===== config.mk =====
export PLATFORM = sky130hd
export DESIGN_NAME = gch_general_call
export DESIGN_NICKNAME = d
export VERILOG_FILES = /design/src/design/gch_pkg.sv /design/src/design/gch_general_call.sv
export SDC_FILE = /design/constraint.sdc
export NUM_CORES = 1
export LEC_CHECK = 0
export ABC_AREA = 1
export BUFFER_PORTS_ARGS = -buffer_cell sky130_fd_sc_hd__buf_2
export CAP_MARGIN = 20
export CORE_MARGIN = 3
export CORE_UTILIZATION = 52
export DETAILED_ROUTE_END_ITERATION = 16
export PLACE_DENSITY = 0.85
export SYNTH_ARGS = -nofsm -noshare
export SYNTH_HDL_FRONTEND = slang
export SYNTH_SLANG_ARGS = --single-unit

===== constraint.sdc =====
create_clock -name clk_sys -period 2.6 [get_ports clk_sys]
set_clock_uncertainty 0.15 [all_clocks]
set_input_delay 0.13 -clock clk_sys [delete_from_list [all_inputs] [get_ports clk_sys]]
set_output_delay 0.13 -clock clk_sys [all_outputs]
set_load 0.01 [all_outputs]

===== src/design/gch_pkg.sv =====
// Package of constants and carrier types for the general call handler
package gch_pkg;
  localparam logic [6:0] GC_ADDR       = 7'h00;   // General call address
  localparam logic [7:0] GC_RESET      = 8'h06;   // Reset code
  localparam logic [7:0] GC_WAKE       = 8'h0a;   // Wake-up code
  localparam logic [1:0] PD_AWAKE      = 2'h0;    // Normal operation code
  localparam int         ADDR_W        = 5;       // Register address width
  localparam int         LOAD_CYCLES   = 8;       // Cycles for nonvolatile reload
  localparam logic [6:0] SLAVE_ADDR_RST = 7'h60;  // Own address after reset

  // Byte-level events from the bit engine
  typedef struct packed {
    logic       start;     // Start or repeated start seen
    logic       stop;      // Stop seen
    logic       byte_done; // Byte complete, ack slot follows
    logic [7:0] data;      // Received byte
  } gch_bus_ev_t;

  // Controller states
  typedef enum logic [2:0] {
    ST_IDLE, ST_ADDR, ST_GC2, ST_IGNORE, ST_NACK, ST_OWN, ST_LOAD
  } gch_state_t;
endpackage : gch_pkg


===== src/design/gch_general_call.sv =====
// General call handler of the serial slave interface
// Notes on behaviour
// - Acknowledge general call address besides own address
// - Second byte alone selects general call function
// - Odd second byte: ignore all until stop
// - Code 06h acknowledged, starts internal reset
// - Reset like power-on, without delay timer
// - Reset reloads channel registers from store
// - Output valid only after reset completes
// - Code 0Ah acknowledged, clears power-down selects
// - Codes 04h and 00h are not acknowledged
// - After error, not-acknowledge until next start
// - Read after error uses last valid address
`timescale 1ns/100ps
`default_nettype none
module gch_general_call #(
  parameter int CHANNELS = 2,                     // Output channels
  parameter int DATA_W   = 12                     // Channel register width
) (
  // Clock and reset
  input  wire  logic                    clk_sys,
  input  wire  logic                    srst,
  // Byte events from bus engine
  input  wire  gch_pkg::gch_bus_ev_t    bus_ev,
  input  wire  logic                    cmd_error,    // Addressed command found invalid
  input  wire  logic                    addr_load,    // Addressed write loaded a valid address
  input  wire  logic [gch_pkg::ADDR_W-1:0] addr_in,
  // Nonvolatile store contents
  input  wire  logic [CHANNELS*DATA_W-1:0] store_data,
  // Power-down selects written by the addressed command path
  input  wire  logic                    pd_write,     // Load new power-down selects this cycle
  input  wire  logic [CHANNELS*2-1:0]   pd_in,        // New power-down selects, two bits a channel
  // Answers
  output logic                          ack,          // Drive ack in current slot
  output logic                          own_active,   // Own address transaction in progress
  output logic [gch_pkg::ADDR_W-1:0]    read_addr,    // Address used for reads
  output logic [CHANNELS*DATA_W-1:0]    dac_regs,
  output logic [CHANNELS*2-1:0]         channel_power_down_select,
  output logic                          out_valid,
  output logic                          reset_busy
);
  // Whole state of the handler, registered as one word
  typedef struct packed {
    gch_pkg::gch_state_t          st;     // Controller state
    logic [3:0]                   cnt;    // Reload cycle counter
    logic                         ack;    // Acknowledge for the current slot
    logic                         hold;   // Hardware call seen, deaf until stop
    logic [gch_pkg::ADDR_W-1:0]   addr;   // Last valid register address
    logic [CHANNELS*DATA_W-1:0]   regs;   // Channel output registers
    logic [CHANNELS*2-1:0]        pd;     // Power-down selects, two bits a channel
    logic                         valid;  // Output valid after reload
  } gch_state_s_t;

  gch_state_s_t s_reg;   // Registered state
  gch_state_s_t s_next;  // Next state

  // Next state logic; one priority chain per cycle
  always_comb begin
    // Hold everything by default; ack lasts one cycle
    s_next = s_reg;
    s_next.ack = 1'b0;
    // Power-down selects from addressed writes; general calls below override
    if (pd_write && s_reg.st != gch_pkg::ST_LOAD) begin
      s_next.pd = pd_in;
    end
    // Reload, then bus conditions, then error, then bytes
    if (s_reg.st == gch_pkg::ST_LOAD) begin
      // Reload in progress; bus ignored
      if (s_reg.cnt == 4'(gch_pkg::LOAD_CYCLES - 1)) begin
        s_next.regs  = store_data;
        s_next.valid = 1'b1;
        s_next.st    = gch_pkg::ST_IDLE;
      end else begin
        // No delay timer: count straight through the reload
        s_next.cnt = s_reg.cnt + 4'h1;
      end
    end else if (bus_ev.stop) begin
      // Stop ends every transfer and the hardware call hold
      s_next.st   = gch_pkg::ST_IDLE;
      s_next.hold = 1'b0;
    end else if (s_reg.hold) begin
      // Hardware call: repeated starts and bytes alike are ignored
      s_next.st = gch_pkg::ST_IGNORE;
    end else if (bus_ev.start) begin
      // Start leaves error and ignore states alike
      s_next.st = gch_pkg::ST_ADDR;
    end else if (cmd_error && s_reg.st == gch_pkg::ST_OWN) begin
      s_next.st = gch_pkg::ST_NACK;
    end else if (bus_ev.byte_done) begin
      case (s_reg.st)
        gch_pkg::ST_ADDR: begin
          // General call address, write direction only
          if (bus_ev.data[7:1] == gch_pkg::GC_ADDR && !bus_ev.data[0]) begin
            s_next.ack = 1'b1;
            s_next.st  = gch_pkg::ST_GC2;
          end else if (bus_ev.data[7:1] == gch_pkg::SLAVE_ADDR_RST) begin
            // Own address: ordinary command follows
            s_next.ack = 1'b1;
            s_next.st  = gch_pkg::ST_OWN;
          end else begin
            // Another device's transfer
            s_next.st = gch_pkg::ST_IGNORE;
          end
        end
        gch_pkg::ST_GC2: begin
          // Second byte decides the function
          if (bus_ev.data[0]) begin
            // Hardware call: no ack, deaf until stop
            s_next.st   = gch_pkg::ST_IGNORE;
            s_next.hold = 1'b1;
          end else if (bus_ev.data == gch_pkg::GC_RESET) begin
            // Reset: reload as at power-up, no delay timer
            s_next.ack   = 1'b1;
            s_next.st    = gch_pkg::ST_LOAD;
            s_next.cnt   = 4'h0;
            s_next.valid = 1'b0;
            s_next.pd    = '0;
          end else if (bus_ev.data == gch_pkg::GC_WAKE) begin
            // Wake-up: every channel leaves power-down
            s_next.ack = 1'b1;
            for (int i = 0; i < CHANNELS; i++) begin
              s_next.pd[i*2 +: 2] = gch_pkg::PD_AWAKE;
            end
            s_next.st = gch_pkg::ST_IGNORE;
          end else begin
            // Unsupported codes, 04h and 00h among them
            s_next.st = gch_pkg::ST_NACK;
          end
        end
        // Own transfer: every byte acknowledged
        gch_pkg::ST_OWN: s_next.ack = 1'b1;
        // Error: not acknowledged until the next start
        gch_pkg::ST_NACK: s_next.ack = 1'b0;
        // Idle and ignore: bytes pass unanswered
        default: s_next.ack = 1'b0;
      endcase
    end
    // Valid address tracking only outside error state
    if (addr_load && s_reg.st == gch_pkg::ST_OWN && !cmd_error) begin
      s_next.addr = addr_in;
    end
  end

  // State register; reset enters the reload as at power-up
  always_ff @(posedge clk_sys) begin
    if (srst) begin
      // Everything cleared, then the reload runs after release
      s_reg       <= '0;
      s_reg.st    <= gch_pkg::ST_LOAD;
      s_reg.cnt   <= 4'h0;
      s_reg.valid <= 1'b0;
    end else begin
      s_reg <= s_next;
    end
  end

  // Outputs
  assign ack                       = s_reg.ack;
  assign own_active                = (s_reg.st == gch_pkg::ST_OWN);
  // Data outputs straight from flip-flops
  assign read_addr                 = s_reg.addr;
  assign dac_regs                  = s_reg.regs;
  assign channel_power_down_select = s_reg.pd;
  assign out_valid                 = s_reg.valid;
  assign reset_busy                = (s_reg.st == gch_pkg::ST_LOAD);

  // Checks
  gc_addr_ack_a: assert property (@(posedge clk_sys) disable iff (srst)
    (bus_ev.byte_done && !bus_ev.start && !bus_ev.stop && !cmd_error && s_reg.st == gch_pkg::ST_ADDR
     && bus_ev.data == 8'h00) |=> ack && s_reg.st == gch_pkg::ST_GC2)
    else $error("General call address not acknowledged");
  gc_reset_go_a: assert property (@(posedge clk_sys) disable iff (srst)
    (bus_ev.byte_done && !bus_ev.start && !bus_ev.stop && s_reg.st == gch_pkg::ST_GC2
     && bus_ev.data == 8'h06) |=> ack && reset_busy && !out_valid)
    else $error("Reset code not handled");
  reload_done_a: assert property (@(posedge clk_sys) disable iff (srst)
    $fell(reset_busy) |-> out_valid && dac_regs == $past(store_data))
    else $error("Registers not reloaded");
  reset_len_a: assert property (@(posedge clk_sys) disable iff (srst)
    $rose(reset_busy) |-> reset_busy [*8] ##1 !reset_busy)
    else $error("Reset length wrong");
  valid_late_a: assert property (@(posedge clk_sys) disable iff (srst)
    reset_busy |-> !out_valid)
    else $error("Output valid during reset");
  wake_clear_a: assert property (@(posedge clk_sys) disable iff (srst)
    (bus_ev.byte_done && !bus_ev.start && !bus_ev.stop && s_reg.st == gch_pkg::ST_GC2
     && bus_ev.data == 8'h0a) |=> ack && channel_power_down_select == '0)
    else $error("Wake-up did not clear power-down");
  bad_code_a: assert property (@(posedge clk_sys) disable iff (srst)
    (bus_ev.byte_done && !bus_ev.start && !bus_ev.stop && s_reg.st == gch_pkg::ST_GC2
     && (bus_ev.data == 8'h04 || bus_ev.data == 8'h00)) |=> !ack)
    else $error("Unsupported code acknowledged");
  hw_call_a: assert property (@(posedge clk_sys) disable iff (srst)
    (s_reg.st == gch_pkg::ST_IGNORE && !bus_ev.stop && !bus_ev.start) |=> !ack)
    else $error("Hardware call byte acknowledged");
  err_nack_a: assert property (@(posedge clk_sys) disable iff (srst)
    (s_reg.st == gch_pkg::ST_NACK && !bus_ev.start) |=> !ack)
    else $error("Acknowledge after error");
  idle_after_a: assert property (@(posedge clk_sys) disable iff (srst)
    $fell(reset_busy) |-> s_reg.st == gch_pkg::ST_IDLE)
    else $error("Not idle after reset");
  own_addr_ack_a: assert property (@(posedge clk_sys) disable iff (srst)
    (bus_ev.byte_done && !bus_ev.start && !bus_ev.stop && s_reg.st == gch_pkg::ST_ADDR
     && bus_ev.data[7:1] == gch_pkg::SLAVE_ADDR_RST) |=> ack && own_active)
    else $error("Own address not acknowledged");
  hw_hold_a: assert property (@(posedge clk_sys) disable iff (srst)
    (s_reg.hold && !bus_ev.stop) |=> !ack && s_reg.st == gch_pkg::ST_IGNORE)
    else $error("Hardware call hold broken");
  err_enter_a: assert property (@(posedge clk_sys) disable iff (srst)
    (cmd_error && own_active && !bus_ev.start && !bus_ev.stop) |=> s_reg.st == gch_pkg::ST_NACK && !ack)
    else $error("Command error not latched");
  addr_keep_a: assert property (@(posedge clk_sys) disable iff (srst)
    cmd_error |=> $stable(read_addr))
    else $error("Address taken during command error");
  busy_deaf_a: assert property (@(posedge clk_sys) disable iff (srst)
    reset_busy |=> !ack)
    else $error("Acknowledge during reload");

  // Main scenarios reached
  cov_reset_c: cover property (@(posedge clk_sys) $fell(reset_busy) && !$past(srst));
  cov_wake_c: cover property (@(posedge clk_sys) $fell(|channel_power_down_select));
  cov_err_c: cover property (@(posedge clk_sys) s_reg.st == gch_pkg::ST_NACK);
  cov_hold_c: cover property (@(posedge clk_sys) s_reg.hold && bus_ev.start);
endmodule : gch_general_call
`default_nettype wire


# == Yosys cells after proc, flatten, opt, wreduce, memory -nomap -nowiden ==
# Index checks and enable logic that the tools add are counted.
# totals
wordCells,93
ff_bits,43
in_bits,49
out_inout_bits,37
# classes
muxes,49
reduce_logical,18
n_eq_ne,16
add_sub_neg,1
bitwise_logic,1
# ops
operator,n
$mux W5,15
$mux W3,10
$mux W4,7
$mux W6,3
$reduce_and A9 Y1,2
$mux W1,10
$mux W9,1
$eq A8 B3 Y1 const B,1
$eq A8 B4 Y1 const B,1
$ne A2 B1 Y1 const B,4
$eq A7 B7 Y1 const B,1
$logic_not A7 Y1,1
$mux W7,1
$reduce_bool A7 Y1,1
$reduce_or A7 Y1,1
$eq A3 B3 Y1 const B,2
$ne A2 B2 Y1 const B,3
$pmux W3 S2,1
$reduce_bool A2 Y1,3
$reduce_bool A6 Y1,1
$logic_and A1 B1 Y1,5
$add A4 B1 Y4 const B,1
$eq A4 B3 Y1 const B,1
$eq A3 B1 Y1 const B,1
7 further kinds,8

# == Longest topological paths before layout ==
# Gate-level depths: netlist (run 1).
# depth
depth_word,17
ltp_mapped,10
depth_no_buf,10

# == Worst setup path before layout (run 1) ==
# No wires, ideal clock.
# synth_path
path_type,reg-to-reg
from,reg s_reg[42] in the netlist's numbering
to,"reg s_reg, in the netlist dac_regs[6]"
setup_ns,0.116
stages_incl_launch_ff,7
period_less_slack_ns,1.414
required_ns,2.334
slack_ns,1.186
arrival_ns,1.148
path_buffers,1
cell_sequence,dfxtp_1 > nand3_4 > inv_4 > nand3_4 > buf_2 > o21ai_0 > nor2_1
# synth_via
elab_chain_cells,2
# synth_rtl
element,line,text
from (decl),gch_general_call.sv:54,gch_state_s_t s_reg;
from (signal assigned),gch_general_call.sv:153,s_reg <= s_next;
$eq A3 B3 Y1,n/a,
via reset_busy,gch_general_call.sv:40,output logic reset_busy
$reduce_and A2 Y1 (no source line),n/a,
# The timed path passes the listed nets, and every way through them passes these cells.
# A chain may end at the register's enable or synchronous reset.

# == Final worst setup path (run 1) ==
# layout_path
from,reg s_reg[40] in the netlist's numbering
to,"reg s_reg, in the netlist dac_regs[21]"
# layout_via
elab_chain_cells,2
# layout_rtl
element,line,text
$eq A3 B3 Y1,gch_general_call.sv:67,if (s_reg.st == gch_pkg::ST_LOAD) begin
$reduce_and A2 Y1 (no source line),n/a,
# Every way passes these cells.

==> out/results.md, run 1 <==
- 0 — number of antenna-violating nets in the routed design
- 0.00406 mm^2 — Core ar.
- 1.77 ns — post-layout minimum cycle time
- 0 — final setup violation count
- 0.902 — routability congestion estimate from global placement
- 24 — flip-flop count of the largest register, all copies and words added
- register — launching element type of the critical path
- 28.1% — Area growth, synth to finish
- 2.04% — multiplexer fraction of the synthesized cell area
- input port to register — min-delay worst type
- 43 — FF+latch count, synth
- 0.00221 mm^2 — mapped cell area
- 0.08 ns — clock input transition at the sequential cells of the worst setup and hold paths
- pd_in[3] — Worst Hold Launch
- register to register — Critical Setup Path Class
- 0 — Final Hold Viols
- 4.85 — via density per instance
- 11.6 um — average wire length per cell after detail routing
- 2172 — total number of vias
- 20.7% — combined global-route utilization of all metal layers
- 0.882 ns — Place WS
- done — clock tree from TritonCTS
- 31 — largest net degree at the start of global routing
- 0.830 ns — final setup slack of the worst path
- 27.6% — fraction of layout cells with a size suffix above 1
- 0 — post_cts resized
- 43 — TritonCTS sink count
- 54.4% — Initial Utilization
- 0 — initial antenna violation count
- complete, no violations — result of the run
- 0.39 ns — largest incremental delay on the critical path
- 5 — TritonCTS buffer count
- 79.2% — worst slew slack as a fraction of its limit
- 7.09 um^2 — mean post-synth cell area
- 71.1 um — Die H
- 0 — warnings from Yosys
- sky130_fd_sc_hd__clkbuf_8 — root buffer cell
- inv_1 -> nand3_4 -> inv_4 -> nand3_4 -> clkinv_2 -> nor2_1 -> nor2_1 — critical path cell sequence
- 0.00241 mm^2 — Cell Area, Placed
- sky130_fd_sc_hd__dfxtp_1 — Max stage delay cell, worst path
- 0 — global route overflow
- 0.345 mV — worst vdd rail ir drop
- 447 — final net count
- 0 — number of slew-limit violations in the final report
- 12.1% — synthesized-area fraction occupied by ao, oa, aoi and oai cells
- 28 — number of distinct library cells after synthesis
- 5180 um — wire length after detailed routing
- 0.00145 uW — static leakage
- 1960 — vias in the first global route
- 0.397% — xor and xnor fraction of the mapped netlist area
- 39.0% — share of the synthesized area in the top cell type
- 500 mW/mm^2 — power density over the cells
- register — kind of end point of the critical path
- 1410 uW — Design Power
- 0.567% — arithmetic-cell share of the synthesized area counting full adders, half adders and majority gates
- 23 — number of placement rows
- 407 — number of placed cells counting well taps
- 0.00283 mm^2 — post-route cell area
- 311 — gate count of the mapped netlist
- 0% — share of synthesized registers carrying an async set or reset
- 85 — port buffer count
- 2 — largest buffer count on any clock path
- 0.311 ns — Worst Tran Pin Value
- 361 — nets in the synthesized netlist
- 0.565 GHz — highest achievable clock rate
- 2.63 ns — CP required
- 26.7% — synthesized-area fraction occupied by and/or/nand/nor cells
- 2 — maximum level of the CTS H-tree
- 4 — first-pass iteration count of the detailed router
- 1.80 ns — critical path arrival
- sky130_fd_sc_hd__nor2_1 (75), sky130_fd_sc_hd__nand2_1 (44), sky130_fd_sc_hd__dfxtp_1 (43) — top cell types by occurrence after synthesis
- 110 — First DRT Iteration DRCs
- 8390 um — first-pass GRT wire length
- 26 — crit-path max FO
- 0 — Ant. Diodes
- 0 ns — sum of negative setup slack
- 71.1 um — die width
- 68.1% — part of the cycle the worst path needs
- 0 — number of enable-type register cells in the synthesized netlist
- sky130_fd_sc_hd__dfxtp_1 — library cell with the largest summed area after synthesis
- sky130_fd_sc_hd__nor2_1 — most frequently used cell type in the post-synthesis netlist
- 3560 um — DP Wirelength
- simple AND/OR/NAND/NOR gates — largest family of logic cells by synthesized area
- sky130_fd_sc_hd__dfxtp_1 — leading register cell type out of synthesis
- no — setup repair after global routing missed its margin
- s_reg[40] — reg2reg start
- 86 — number of top-level pins
- 39.0% — sequential fraction of the synthesis area
- 0.00506 mm^2 — floorplan die area
- sky130_fd_sc_hd__dfxtp_1 (39%), sky130_fd_sc_hd__nor2_1 (13%), sky130_fd_sc_hd__buf_4 (11%), sky130_fd_sc_hd__nand2_1 (7.5%), sky130_fd_sc_hd__o21ai_0 (5.7%) — Area contributors post-synth
- simple AND/OR/NAND/NOR gates — kind of cell adding the most delay to the critical path
- 0 — detailed-route DRC error count
- 0.29 ns — clock latency reported for the late side of the worst-skew pair
- 448 — final standard cell count with taps included and fillers excluded
- s_reg[40] — Worst Setup SP
- 3 — count of buffering cells on the critical path with inverters included
- 0 — number of maximum-capacitance violations
==> worst register-to-register path, cell delays in order, from the launching register on <==
cell	delay [ns]
sky130_fd_sc_hd__dfxtp_1	0.39
sky130_fd_sc_hd__inv_1	0.12
sky130_fd_sc_hd__nand3_4	0.13
sky130_fd_sc_hd__inv_4	0.08
sky130_fd_sc_hd__nand3_4	0.21
sky130_fd_sc_hd__clkinv_2	0.34
sky130_fd_sc_hd__nor2_1	0.20
sky130_fd_sc_hd__nor2_1	0.06
==> per-layer routing <==
layer / global-route usage, % / vias to the layer above / share of wire [%]
met5: 0 / - / 0
met3: 4.55 / 9 / 6.2
met2: 38.4 / 83 / 51
met4: 7.10 / 0 / 1.4
li1: - / 1121 / -
met1: 23.1 / 959 / 41
==> per-stage QoR <==
step	hold slack, ns	utilization (%)
2_1_floorplan	0.0491	-
3_3_place_gp	0.219	59.4
3_5_place_dp	0.226	59.4
4_1_cts	0.00246	69.6
5_1_grt	0.0102	69.6
6_report	0.00796	69.6
==> power breakdown <==
part | internal, uW | switching (uW) | leakage (uW)
clock network | 188 | 221 | 0.0000412
logic | 138 | 161 | 0.00106
registers | 681 | 23.5 | 0.000348
total | 1010 | 405 | 0.00145
==> kinds of logic after synthesis <==
kind of cell	count (synthesis)
buffers and inverters	74
AND/OR/NAND/NOR	138
XOR/XNOR	1
multiplexers	4
AO/OA/AOI/OAI	50
flip-flops	43
adder cells (fa/ha/maj)	1
==> path summary, 6_finish.rpt <==
kind	endpoint	slack (ns)	cells after the start
max reg2reg	dac_regs[21]	0.83	7
min	channel_power_down_select[3]	0.008	4
min reg2reg	s_reg[34]	0.33	2
max	dac_regs[21]	0.83	7
==> cell type report <==
type	instances	area [um^2]
clock buffers	6	72.6
inverters	34	131
well taps	50	62.6
repair buffers	119	763
flip-flops and latches	43	861
multi-input cells	194	922
fillers	348	1230
clock inverters	2	12.5
==> cell usage in the layout, fill, tap and decap left out, drive strengths merged <==
cell type and instances:
dlygate4sd3 33, o2111ai 1, nand4 1, o31ai 1
ha 1, clkbuf 6, nand2 46, o21ai 37
xor2 1, dfxtp 43, a21oi 11, clkinvlp 1
nor2 76, buf 86, or2 1, inv 33
nand3 14, mux2 4, clkinv 2
==> what timing repair did <==
action | CTS | global route
endpoints found under the hold margin | 36 | 0
hold buffers | 33 | 0
setup buffers | 0 | 0
Power figures use the tool's default switching activity.
==> run 2: changes to the inputs <==
CORE_UTILIZATION = 48   (was 52)
PLACE_DENSITY = 0.8   (was 0.85)
clock period = 1.81 ns   (was 2.6 ns; I/O delays follow)
==> out/results.md, run 2 (synthesis gave the netlist of run 1 again) <==
- 92.8% — part of the cycle the worst path needs
- 0 — global route overflow, unchanged
- 1460 uW — internal power, +45%
- 8280 um — first-pass GRT wire length, -1.3%
- 24 — number of placement rows, +4.3%
- bus_ev[8] — Worst Hold Launch
- 0 — Final Hold Viols, unchanged
- 73.8 um — die width, +3.7%
- 1926 — vias in the first global route, -1.7%
- 0.443 ns — Worst Tran Pin Value, +0.132 ns
- 24 — flip-flop count of the largest register, all copies and words added, unchanged
- 30.3% — Area growth, synth to finish
- 85 — port buffer count, unchanged
- 0.0213 ns — worst hold slack across all endpoints, +0.0133 ns
- 43 — TritonCTS sink count, unchanged
- 0 — detailed-route DRC error count, unchanged
- 5 — TritonCTS buffer count, unchanged
- 5180 um — wire length after detailed routing, about the same
- 0.29 ns — clock latency reported for the late side of the worst-skew pair, about the same
- 3480 um — DP Wirelength, -2.5%
- complete, no violations — result of the run
- 0.00438 mm^2 — Core ar., +8.0%
- 3 — WHS Path Cells, -1
- 2125 — total number of vias, -2.2%
- register — kind of end point of the critical path
- 410 — number of placed cells counting well taps, +0.74%
- s_reg[42] — reg2reg start
- 454 — final standard cell count with taps included and fillers excluded, +1.3%
- 19.3% — combined global-route utilization of all metal layers, -1.4 points
- 25 — largest net degree at the start of global routing, -19%
- 0 — number of slew-limit violations in the final report, unchanged
- 719 mW/mm^2 — power density over the cells, +44%
- 0.18 ns — flop2flop setup slack, -0.65 ns
- 0.00146 uW — static leakage, +1.1%
- 1.72 ns — critical path arrival, -0.08 ns
- 87 — First DRT Iteration DRCs, -21%
- 0.777 — routability congestion estimate from global placement, -14%
- 70.4% — worst slew slack as a fraction of its limit, -8.8 points
- 50.3% — Initial Utilization, -4.0 points
- 0 — initial antenna violation count, unchanged
- 29.8% — share of power burned in the clock network, +0.9 points
- 0.595 GHz — highest achievable clock rate
- s_reg[42] — hold endpoint
- sky130_fd_sc_hd__buf_2 (85), sky130_fd_sc_hd__nor2_1 (75), sky130_fd_sc_hd__nand2_1 (44), sky130_fd_sc_hd__dfxtp_1 (43), sky130_fd_sc_hd__dlygate4sd3_1 (36) — commonest cells after routing, fill and taps aside
- input port — launching element type of the critical path
- 0.191 ns — Place WS, -0.691 ns
- 0.00544 mm^2 — floorplan die area, +7.6%
- 0 — number of post-CTS setup repair buffers, unchanged
- 2 — largest buffer count on any clock path, unchanged
- 0.08 ns — clock input transition at the sequential cells of the worst setup and hold paths, about the same
- 6 — worst reg2reg path depth, -1
- 2 — maximum level of the CTS H-tree, unchanged
- 86 — number of top-level pins, unchanged
- 4.68 — via density per instance, -3.5%
- input port to register — Critical Setup Path Class
- no — setup repair after global routing missed its margin
- 0 — number of antenna-violating nets in the routed design, unchanged
- 372 — number of fill cells, +6.9%
- 27.9% — fraction of layout cells with a size suffix above 1, +0.22 points
- 29.5% — switching power share of the total, +0.76 points
- 4 — first-pass iteration count of the detailed router, unchanged
- 0.399 mV — worst vdd rail ir drop, +16%
- 21.1% — Combinational Power Share, about the same
- 451 — final net count, +0.89%
- 0 — final setup violation count, unchanged
- sky130_fd_sc_hd__clkbuf_8 — root buffer cell
- sky130_fd_sc_hd__buf_2 — most common cell after layout, fill and taps aside
- 2070 uW — Design Power, +46%
- 0.130 ns — final setup slack of the worst path, -0.700 ns
- 73.8 um — Die H, +3.7%
- 1.68 ns — post-layout minimum cycle time
- 1.85 ns — CP required, -0.78 ns
- 49.0% — Flop pwr share, -0.9 points
- dac_regs[14] — worst flop-to-flop path endpoint
- 609 uW — power dissipated by switching net loads, +50%
- input port to register — min-delay worst type
- 0 — Ant. Diodes, unchanged
- 0 — number of maximum-capacitance violations, unchanged
- done — clock tree from TritonCTS
- 0 ns — sum of negative setup slack, unchanged
- 6 — crit-path max FO, -77%
- 11.4 um — average wire length per cell after detail routing, -1.4%
==> run 2: final cells by class <==
type | count | area, um^2 | area share, %
Clock buffer | 5 | 68.8 | 2.39
Clock inverter | 3 | 23.8 | 0.827
Inverter | 34 | 133 | 4.61
Multi-Input combinational cell | 194 | 922 | 32.1
Sequential cell | 43 | 861 | 30.0
Tap cell | 52 | 65.1 | 2.26
Timing Repair Buffer | 123 | 801 | 27.9
==> run 2: repair_timing <==
| action | 4_1_cts | 5_1_grt |
|---|---|---|
| hold buffers | 36 | 0 |
| setup endpoints to repair | 0 | 5 |
| gates resized for setup | 0 | 2 |
| endpoints found under the hold margin | 39 | 0 |
==> run 2: metrics by stage <==
| stage | area, um^2 | util, % |
|---|---|---|
| global placement | 2420 | 55.2 |
| CTS | 2870 | 65.5 |
| detailed placement | 2420 | 55.2 |
| floorplan | 2210 | - |
| global route | 2870 | 65.6 |
| finish | 2870 | 65.6 |
==> run 2: worst max-delay path, stage by stage <==
cell                            delay, ns
sky130_fd_sc_hd__dlygate4sd3_1       0.54
sky130_fd_sc_hd__buf_2               0.15
sky130_fd_sc_hd__inv_1               0.07
sky130_fd_sc_hd__nand2_1             0.06
sky130_fd_sc_hd__nor2_1              0.10
sky130_fd_sc_hd__nand2_1             0.08
sky130_fd_sc_hd__a21oi_2             0.22
sky130_fd_sc_hd__nand2_2             0.14
sky130_fd_sc_hd__o21ai_2             0.20
sky130_fd_sc_hd__nor2_1              0.07
==> run 2: per-layer routing <==
metal,GRT usage [%],share of wire [%],vias up
met5,0,0,-
met4,7.44,1.8,0
met3,5.34,6.5,11
met2,34.4,50,62
met1,21.6,42,925
li1,-,-,1127
==> run 2: worst max-delay path by stage <==
| stage | startpoint | end | slack [ns] | depth (start not counted) |
|---|---|---|---|---|
| 3_3_place_gp | s_reg[41] | s_reg[37] | 0.22 | 7 |
| 5_1_grt | bus_ev[10] | channel_power_down_select[3] | 0.009 | 12 |
| 2_1_floorplan | s_reg[42] | dac_regs[6] | 0.40 | 6 |
| 6_report | bus_ev[0] | s_reg[37] | 0.13 | 10 |
| 4_1_cts | bus_ev[10] | channel_power_down_select[2] | 0.14 | 12 |
| 3_5_place_dp | s_reg[40] | dac_regs[22] | 0.19 | 7 |
==> run 2: power groups by stage <==
stage,combinational [uW],clock (uW),sequential (uW)
after floorplan,264,0,1030
after global placement,365,0,1030
after detailed placement,370,0,1040
after CTS,431,642,1010
after global routing,494,681,1020
final,436,616,1010
